==> config.mk <==
export PLATFORM = sky130hd
export DESIGN_NAME = comparator_channel_control
export DESIGN_NICKNAME = d
export VERILOG_FILES = /design/src/design/comparator_sync_filter.v /design/src/design/comparator_channel_control.v
export VERILOG_INCLUDE_DIRS = /design/src /design/src/design
export SDC_FILE = /design/constraint.sdc
export NUM_CORES = 1
export LEC_CHECK = 0
export ABC_AREA = 1
export BUFFER_PORTS_ARGS = -buffer_cell sky130_fd_sc_hd__buf_4
export CAP_MARGIN = 30
export CORE_MARGIN = 5
export CORE_UTILIZATION = 44
export CTS_BUF_LIST = sky130_fd_sc_hd__clkbuf_4
export DETAILED_ROUTE_END_ITERATION = 12
export HOLD_SLACK_MARGIN = 0.06
export PLACE_DENSITY_LB_ADDON = 0.05
export SLEW_MARGIN = 20
export SYNTH_ARGS = -nofsm -noshare
export SYNTH_HDL_FRONTEND = slang
export SYNTH_SLANG_ARGS = --single-unit
==> constraint.sdc <==
create_clock -name clk_sys -period 2 [get_ports clk_sys]
set_clock_uncertainty 0.15 [all_clocks]
set_input_delay 0.5 -clock clk_sys [delete_from_list [all_inputs] [get_ports clk_sys]]
set_output_delay 0.5 -clock clk_sys [all_outputs]
set_load 0.05 [all_outputs]
==> src/design/comparator_channel_map.vh <==
/*
 register offsets, field positions, reset values and timing constants of
 one comparator channel. definitions only; included by the control module.
*/
`ifndef COMPARATOR_CHANNEL_MAP_VH
`define COMPARATOR_CHANNEL_MAP_VH

// ----------------------------------------------------------------------
// register offsets (byte addresses)
// ----------------------------------------------------------------------
`define ADDR_COMPARATOR_CONTROL 12'h000
`define ADDR_COMPARATOR_STATUS 12'h004

// ----------------------------------------------------------------------
// control fields
// ----------------------------------------------------------------------
`define BIT_ENABLE 0
`define BIT_SINGLE 2
`define POS_NEG_SEL_LO 8
`define POS_NEG_SEL_HI 10
`define POS_POS_SEL_LO 12
`define POS_POS_SEL_HI 13
`define BIT_SWAP 15
`define POS_OUT_SEL_LO 16
`define POS_OUT_SEL_HI 17
`define BIT_HYSTERESIS_ENABLE 19
`define CONTROL_RESET 32'h00000000
`define CONTROL_LOCKED_MASK 32'h000BB700

// ----------------------------------------------------------------------
// output routing codes
// ----------------------------------------------------------------------
`define OUT_OFF 2'h0
`define OUT_ASYNC 2'h1
`define OUT_SYNC 2'h2

// ----------------------------------------------------------------------
// filter: result must be stable this many clocks before sync output moves
// ----------------------------------------------------------------------
`define FILTER_TIME_NS 30
`define CLK_PERIOD_NS 10
`define FILTER_CYCLES ((`FILTER_TIME_NS + `CLK_PERIOD_NS - 1) / `CLK_PERIOD_NS)

`endif

==> src/design/comparator_sync_filter.v <==
/*
 two-flop synchroniser and consecutive-count stability filter for the raw
 comparator result. assumes raw input is asynchronous to clk_sys.
*/
`timescale 1ns/1ps
`include "comparator_channel_map.vh"

module comparator_sync_filter (
   input wire clk_sys,
   input wire rst_b,
   input wire rawIn,
   output wire filtOut
);

   reg syncA_ff;
   reg syncB_ff;
   reg filt_ff;
   reg [3:0] stableCnt_ff;
   reg [3:0] nxt_stableCnt;
   reg nxt_filt;

   // ----------------------------------------------------------------------
   // synchroniser and filter
   // ----------------------------------------------------------------------
   always @* begin
      nxt_filt = filt_ff;
      nxt_stableCnt = 4'h0;
      if (syncB_ff != filt_ff) begin
         nxt_stableCnt = stableCnt_ff + 4'h1;
         if (stableCnt_ff == (`FILTER_CYCLES - 1)) begin
            nxt_filt = syncB_ff;
            nxt_stableCnt = 4'h0;
         end
      end
   end

   always @(posedge clk_sys) begin
      if (!rst_b) begin
         syncA_ff <= 1'b0;
         syncB_ff <= 1'b0;
         filt_ff <= 1'b0;
         stableCnt_ff <= 4'h0;
      end else begin
         syncA_ff <= rawIn;
         syncB_ff <= syncA_ff;
         filt_ff <= nxt_filt;
         stableCnt_ff <= nxt_stableCnt;
      end
   end

   assign filtOut = filt_ff;

endmodule // comparator_sync_filter

==> src/design/comparator_channel_control.v <==
/*
 control of one analog comparator channel: apb register slave, input
 routing, swap/invert, hysteresis enable and output pin routing.
 assumes the analog core takes its selects as levels and returns a raw
 asynchronous result; apb master is clocked by clk_sys.
*/
// Our own choices: the register addresses and the APB register port.
`timescale 1ns/1ps
`include "comparator_channel_map.vh"

module comparator_channel_control (
   input wire clk_sys,
   input wire rst_b,
   input wire psel,
   input wire penable,
   input wire pwrite,
   input wire [11:0] paddr,
   input wire [31:0] pwdata,
   output wire [31:0] prdata,
   output wire pready,
   output wire pslverr,
   input wire [3:0] inputPins,
   input wire [7:0] negSources,
   input wire rawResult,
   output wire analogPosIn,
   output wire analogNegIn,
   output wire hysteresisOn,
   output wire comparatorEnable,
   output wire singleShot,
   output wire pinOut,
   output wire pinOutEn
);

   reg [31:0] control_ff;
   reg [31:0] nxt_control;
   reg [31:0] rdata_ff;
   reg [31:0] nxt_rdata;
   reg slverr_ff;
   wire filtResult;
   wire unitResult;
   wire [31:0] lockMask;
   wire wrAccess;
   wire rdAccess;
   wire mapped;
   wire [1:0] outSel;

   function isMapped;
      input [11:0] addr;
      begin
         isMapped = (addr == `ADDR_COMPARATOR_CONTROL) || (addr == `ADDR_COMPARATOR_STATUS);
      end
   endfunction

   // ----------------------------------------------------------------------
   // apb slave: zero wait states, unmapped address gives pslverr
   // ----------------------------------------------------------------------
   assign wrAccess = psel && penable && pwrite;
   assign rdAccess = psel && !penable && !pwrite;
   assign mapped = isMapped(paddr);
   assign pready = 1'b1;
   assign pslverr = psel && penable && !mapped;

   assign lockMask = control_ff[`BIT_ENABLE] ? `CONTROL_LOCKED_MASK : 32'h00000000;

   always @* begin
      nxt_control = control_ff;
      if (wrAccess && (paddr == `ADDR_COMPARATOR_CONTROL)) begin
         nxt_control = (pwdata & ~lockMask) | (control_ff & lockMask);
         nxt_control = nxt_control & (`CONTROL_LOCKED_MASK | 32'h00000005);
      end
   end

   always @* begin
      nxt_rdata = rdata_ff;
      if (rdAccess) begin
         if (paddr == `ADDR_COMPARATOR_CONTROL) begin
            nxt_rdata = control_ff;
         end else if (paddr == `ADDR_COMPARATOR_STATUS) begin
            nxt_rdata = {30'h00000000, filtResult, unitResult};
         end else begin
            nxt_rdata = 32'h00000000;
         end
      end
   end

   always @(posedge clk_sys) begin
      if (!rst_b) begin
         control_ff <= `CONTROL_RESET;
         rdata_ff <= 32'h00000000;
         slverr_ff <= 1'b0;
      end else begin
         control_ff <= nxt_control;
         rdata_ff <= nxt_rdata;
         slverr_ff <= pslverr;
      end
   end

   assign prdata = rdata_ff;

   // ----------------------------------------------------------------------
   // analog routing
   // ----------------------------------------------------------------------
   wire posPin;
   wire negPin;
   assign posPin = inputPins[control_ff[`POS_POS_SEL_HI:`POS_POS_SEL_LO]];
   assign negPin = negSources[control_ff[`POS_NEG_SEL_HI:`POS_NEG_SEL_LO]];
   assign analogPosIn = control_ff[`BIT_SWAP] ? negPin : posPin;
   assign analogNegIn = control_ff[`BIT_SWAP] ? posPin : negPin;
   assign unitResult = rawResult ^ control_ff[`BIT_SWAP];

   assign hysteresisOn = control_ff[`BIT_HYSTERESIS_ENABLE] && !control_ff[`BIT_SINGLE];
   assign comparatorEnable = control_ff[`BIT_ENABLE];
   assign singleShot = control_ff[`BIT_SINGLE];

   comparator_sync_filter u_filter (
      .clk_sys(clk_sys),
      .rst_b(rst_b),
      .rawIn(unitResult),
      .filtOut(filtResult)
   );

   // ----------------------------------------------------------------------
   // output pin routing; async path deliberately unregistered
   // ----------------------------------------------------------------------
   assign outSel = control_ff[`POS_OUT_SEL_HI:`POS_OUT_SEL_LO];
   assign pinOut = (outSel == `OUT_ASYNC) ? unitResult :
                   (outSel == `OUT_SYNC) ? filtResult : 1'b0;
   assign pinOutEn = (outSel == `OUT_ASYNC) || (outSel == `OUT_SYNC);

endmodule // comparator_channel_control

==> results of run 1 <==
==> cell type report <==
class / count / area share, %
clock buffer: 5 / 1.71
clock inverter: 3 / 0.740
inverter: 23 / 3.93
multi-input combinational: 175 / 39.2
sequential: 30 / 28.0
tap: 48 / 2.73
timing repair buffer: 67 / 23.7
==> logic make-up (layout without fill, tap and decap cells) <==
family                   after synthesis  after routing  share of synthesized area, %
flip-flops                            30             30                          37.2
buffers and inverters                 50             98                          17.5
other                                  2             21                         0.466
AO/OA/AOI/OAI                         34             34                          10.8
adder cells (fa/ha/maj)                4              4                          3.10
XOR/XNOR                               4              4                          2.17
AND/OR/NAND/NOR                      112            112                          28.7
==> critical path: stages, from the launching register on <==
cell	delay (ps)
dfxtp_4	370
nor2_1	100
nor2_1	40
o21ai_1	60
nand2_1	70
nand2_1	60
nand2_1	60
nand2_1	70
nand2_2	60
buf_8	150
==> path summary, 6_finish.rpt <==
check | to | slack [ps] | cells after the start
worst max register to register | u_filter.stableCnt_ff[1] | 790 | 5
worst max-delay path | analogNegIn | -20 | 9
worst min register to register | u_filter.syncB_ff | 270 | 2
worst min-delay path | register | 240 | 3
==> routing by layer <==
layer | GRT usage (%) | part of all wire [%]
met1 | 17.1 | 43
met2 | 23.6 | 47
met3 | 6.25 | 9.3
met4 | 4.59 | 0.94
met5 | 0 | 0
==> repair_timing <==
| action | CTS | global route |
|---|---|---|
| resized for setup | 16 | 14 |
| setup endpoints to repair | 3 | 5 |
| setup buffers | 0 | 1 |
| pin swaps | 2 | 2 |
==> cell usage in the layout (no fill, tap or decap) <==
master / count
a211oi_4: 1
a21oi_1: 12
a21oi_2: 2
and2_4: 1
buf_4: 63
buf_6: 3
buf_8: 1
clkbuf_4: 5
clkinv_1: 1
clkinv_2: 1
clkinvlp_4: 1
conb_1: 21
dfxtp_1: 25
dfxtp_2: 2
dfxtp_4: 3
ha_1: 2
ha_4: 2
inv_1: 19
inv_2: 4
nand2_1: 50
nand2_2: 2
nand3_1: 7
nand4_4: 1
nor2_1: 47
nor2_2: 2
nor2_4: 1
nor3_1: 1
o21ai_0: 14
o21ai_1: 4
o22ai_1: 1
xnor2_1: 1
xor2_1: 2
xor2_2: 1
==> report_power, final <==
group          internal [mW]  total [mW]  switching (mW)
clock                  0.131       0.345           0.215
combinational         0.0911       0.284           0.193
sequential             0.607       0.614         0.00697
==> metrics by stage <==
stage	hold slack, ps	worst slack (ps)	power, mW
finish	240	-16.0	1.24
global route	226	-196	1.31
CTS	227	-33.5	1.26
detailed placement	252	21.7	0.909
global placement	248	12.7	0.908
floorplan	240	-96.1	0.845
==> summary.md, run 1 <==
| Metric | Value |
|---|---|
| Initial antenna violation count | 0 |
| First-pass GRT wire length | 5840 um |
| Final core occ | 60.9% |
| YS warnings | 0 |
| Placed cells | 342 |
| Fin worst setup slack | -16.0 ps |
| Ys async rst share | 0% |
| Largest net degree at the start of global routing | 27 |
| Most frequent cells after synthesis | nand2_1, nor2_1, dfxtp_1 |
| Avg Cell Area, Syn | 6.83 sq um |
| Drc violations | 0 |
| DP HPWL | 2710 um |
| Cell area after layout | 2200 sq um |
| Sinks on Clock Net | 30 |
| CP required | 1350 ps |
| Antenna cells | 0 |
| Core area | 3610 sq um |
| CP Launch Type | register |
| Share of the synthesized area in the top cell type | 37.2% |
| Final hold viol count | 0 |
| Clock tree buffer depth | 2 |
| Worst EP arrival | 1370 ps |
| R2R Path Start | u_filter.stableCnt_ff[0] |
| Max-slew violations | 0 |
| Multi-input logic area | 861 sq um |
| Final setup vio count | 2 |
| Status | finished, violations left |
| Die Wd | 70.5 um |
| Share of post-route cells with drive strength above 1 | 31.7% |
| Post-synth EDFFs | 0 |
| TNS Setup | -25.5 ps |
| Initial DRT Pass Iterations | 4 |
| DRT iter0 DRCs | 48 |
| Final Wtd Congestion | 0.726 |
| Yosys top cell by area | dfxtp_1 |
| Unique masters post-synth | 23 |
| Top FF cell, synth | dfxtp_1 |
| Failing checks | negative setup slack |
| Die area | 4980 sq um |
| Worst vdd ir | 0.346 mV |
| Vias in the first global route | 1395 |
| Hold_sp | pwdata[13] |
| Number of port buffers | 60 |
| GR Overflow Total | 0 |
| Finished Layout Cells | 351 |
| Storage cell area | 614 sq um |
| CTS Buf Count | 5 |
| Crit path kind | reg -> out |
| Ports | 103 |
| Tmin final | 2020 ps |
| Clk_lat worst skew | 320 ps |
| Max-Cap Viols | 0 |
| Rows | 22 |
| Via density | 4.31 |
| Flops & latches, synth | 30 |
| Starting Density | 44.7% |
| Routed WL per cell | 10.3 um |
| Gr usage total | 14.4% |
| PwrDens | 566 nW/um^2 |
| Most frequent cell after synthesis | nand2_1 |
| Placed inst area | 2060 sq um |
| Register area share after synthesis | 37.2% |
| LEAKAGE | 1.13 nW |
| Filler Cells Inserted | 394 |
| Dominant cells by area after synthesis | dfxtp_1, nand2_1, nor2_1, buf_4, o21ai_0 |
| H-tree levels | 2 |
| DR vias | 1513 |
| CTS Hold Buffers Added | 0 |
| Clock root cell | clkbuf_4 |
| Min-Delay Path Class | in -> reg |
| Routed Wire Length | 3600 um |
| Max Clk Rate | 496 MHz |
| Worst-path clk slew | 100 ps |
| Fin nets | 368 |
| CP max FO | 6 |
| RSZ-0062 raised after global routing | yes |
| Die Y | 70.5 um |
| CTS tree | built |
| Area grow syn2layout | 36.2% |
| Netlist Area Pre-Place | 1610 sq um |
| Routed Antenna Nets | 0 |
| Crit. End Element | output pin |
| Mapped Cells | 236 |
| Fin crit share | 101% |
Power figures use the tool's default switching activity.
==> run 2, diff against run 1 <==
--- a/config.mk
+++ b/config.mk
@@ -14,6 +14,7 @@
 export CTS_BUF_LIST = sky130_fd_sc_hd__clkbuf_4
 export DETAILED_ROUTE_END_ITERATION = 12
 export HOLD_SLACK_MARGIN = 0.06
+export MAX_ROUTING_LAYER = met4
 export PLACE_DENSITY_LB_ADDON = 0.05
 export SLEW_MARGIN = 20
 export SYNTH_ARGS = -nofsm -noshare
==> summary.md, run 2 (synthesized netlist as in run 1, its figures left out) <==
| Metric | Value |
|---|---|
| Status | finished, violations left |
| Failing checks | negative setup slack |
| Die Y | 70.5 um (unchanged) |
| GR Overflow Total | 0 (unchanged) |
| Most frequent cells in the layout | buf_4, nand2_1, nor2_1 |
| Routed Wire Length | 3610 um (about the same) |
| Multi-input logic area | 861 sq um (unchanged) |
| CTS tree | built |
| Fin worst setup slack | -16.1 ps (-0.101 ps) |
| Ports | 103 (unchanged) |
| Pre-CTS setup slack | 21.7 ps (unchanged) |
| Via density | 4.31 (unchanged) |
| CP max FO | 6 (unchanged) |
| Share of post-route cells with drive strength above 1 | 31.7% (unchanged) |
| Crit. End Element | output pin |
| Initial DRT Pass Iterations | 4 (unchanged) |
| Clock tree buffer depth | 2 (unchanged) |
| Clock root cell | clkbuf_4 |
| Fin nets | 368 (unchanged) |
| Final hold viol count | 0 (unchanged) |
| Worst vdd ir | 0.346 mV (about the same) |
| Leading cell type in the layout, fill and taps excluded | buf_4 |
| CTS Buf Count | 5 (unchanged) |
| Gr usage total | 14.9% (+0.43 points) |
| Finished Layout Cells | 351 (unchanged) |
| RSZ-0062 raised after global routing | yes |
| Largest net degree at the start of global routing | 27 (unchanged) |
| TNS Setup | -25.7 ps (-0.200 ps) |
| Filler Cells Inserted | 394 (unchanged) |
| Antenna cells | 0 (unchanged) |
| Placed cells | 342 (unchanged) |
| Drc violations | 0 (unchanged) |
| Area grow syn2layout | 36.2% (unchanged) |
| DRT iter0 DRCs | 45 (-6.3%) |
| Final core occ | 60.9% (unchanged) |
| H-tree levels | 2 (unchanged) |
| Final Wtd Congestion | 0.734 (+1.2%) |
| Fin crit share | 101% (about the same) |
| Min-Delay Path Class | in -> reg |
| Vias in the first global route | 1395 (unchanged) |
| Storage cell area | 614 sq um (unchanged) |
| Worst EP arrival | 1370 ps (about the same) |
| Routed WL per cell | 10.3 um (about the same) |
| Initial antenna violation count | 0 (unchanged) |
| Clk_lat worst skew | 320 ps (about the same) |
| Final hold slack | 240 ps (unchanged) |
| Max-Cap Viols | 0 (unchanged) |
| Cell area after layout | 2200 sq um (unchanged) |
| PwrDens | 566 nW/um^2 (about the same) |
| Max Clk Rate | 496 MHz (about the same) |
| Tmin final | 2020 ps (+0.101 ps) |
| Starting Density | 44.7% (unchanged) |
| DR vias | 1513 (unchanged) |
| First-pass GRT wire length | 5840 um (unchanged) |
| Number of port buffers | 60 (unchanged) |
| Worst-path clk slew | 100 ps (about the same) |
| CTS Hold Buffers Added | 0 (unchanged) |
| Sinks on Clock Net | 30 (unchanged) |
| Final setup vio count | 2 (unchanged) |
| Rows | 22 (unchanged) |
| CP required | 1350 ps (about the same) |
| Max-slew violations | 0 (unchanged) |
| LEAKAGE | 1.13 nW (unchanged) |
| Total Power | 1.24 mW (about the same) |
| Routed Antenna Nets | 0 (unchanged) |
| DP HPWL | 2710 um (unchanged) |
| Die Wd | 70.5 um (unchanged) |
| Placed inst area | 2060 sq um (unchanged) |
| Crit path kind | reg -> out |
| Die area | 4980 sq um (unchanged) |
| Core area | 3610 sq um (unchanged) |
| CP Launch Type | register |
-- run 2: cell counts in the layout (fill, tap and decap cells not counted) --
Identical to the previous run, type by type.
-- run 2: worst paths after layout --
check / start / end / slack [ps] / cells past startpoint
min reg2reg: u_filter.syncA_ff / u_filter.syncB_ff / 270 / 2
max: register / analogNegIn / -20 / 9
min: pwdata[13] / register / 240 / 3
max reg2reg: u_filter.stableCnt_ff[0] / u_filter.stableCnt_ff[1] / 790 / 5
-- run 2: worst max-delay path: stages (launching register included) --
cell and delay, ps:
dfxtp_4 370, nor2_1 100, nor2_1 40, o21ai_1 60, nand2_1 70, nand2_1 60, nand2_1 60, nand2_1 70
nand2_2 60, buf_8 140
-- run 2: per-layer routing --
| metal | vias up | global-route usage, % | wire [um] |
|---|---|---|---|
| li1 | 817 | - | - |
| met1 | 640 | 17.5 | 1570 |
| met2 | 52 | 23.6 | 1700 |
| met3 | 4 | 5.68 | 304 |
| met4 | 0 | 4.59 | 34 |
| met5 | - | - | 0 |
-- run 2: timing repair --
| action | in CTS | in global routing |
|---|---|---|
| gates resized for setup | 16 | 14 |
| setup endpoints to repair | 3 | 5 |
| pin swaps | 2 | 2 |
| gates cloned | 0 | 0 |
| buffers inserted | 0 | 1 |
-- run 2: cell type report --
type	instances	share of cell area, %
Sequential cell	30	28.0
Tap cell	48	2.73
Timing Repair Buffer	67	23.7
Clock inverter	3	0.740
Clock buffer	5	1.71
Multi-Input combinational cell	175	39.2
Inverter	23	3.93
-- run 2: power by group --
part	internal (mW)	leakage [nW]	switching (mW)
Clock	0.131	0.0286	0.215
Combinational	0.0911	0.854	0.193
Sequential	0.607	0.247	0.00698
Total	0.829	1.13	0.415
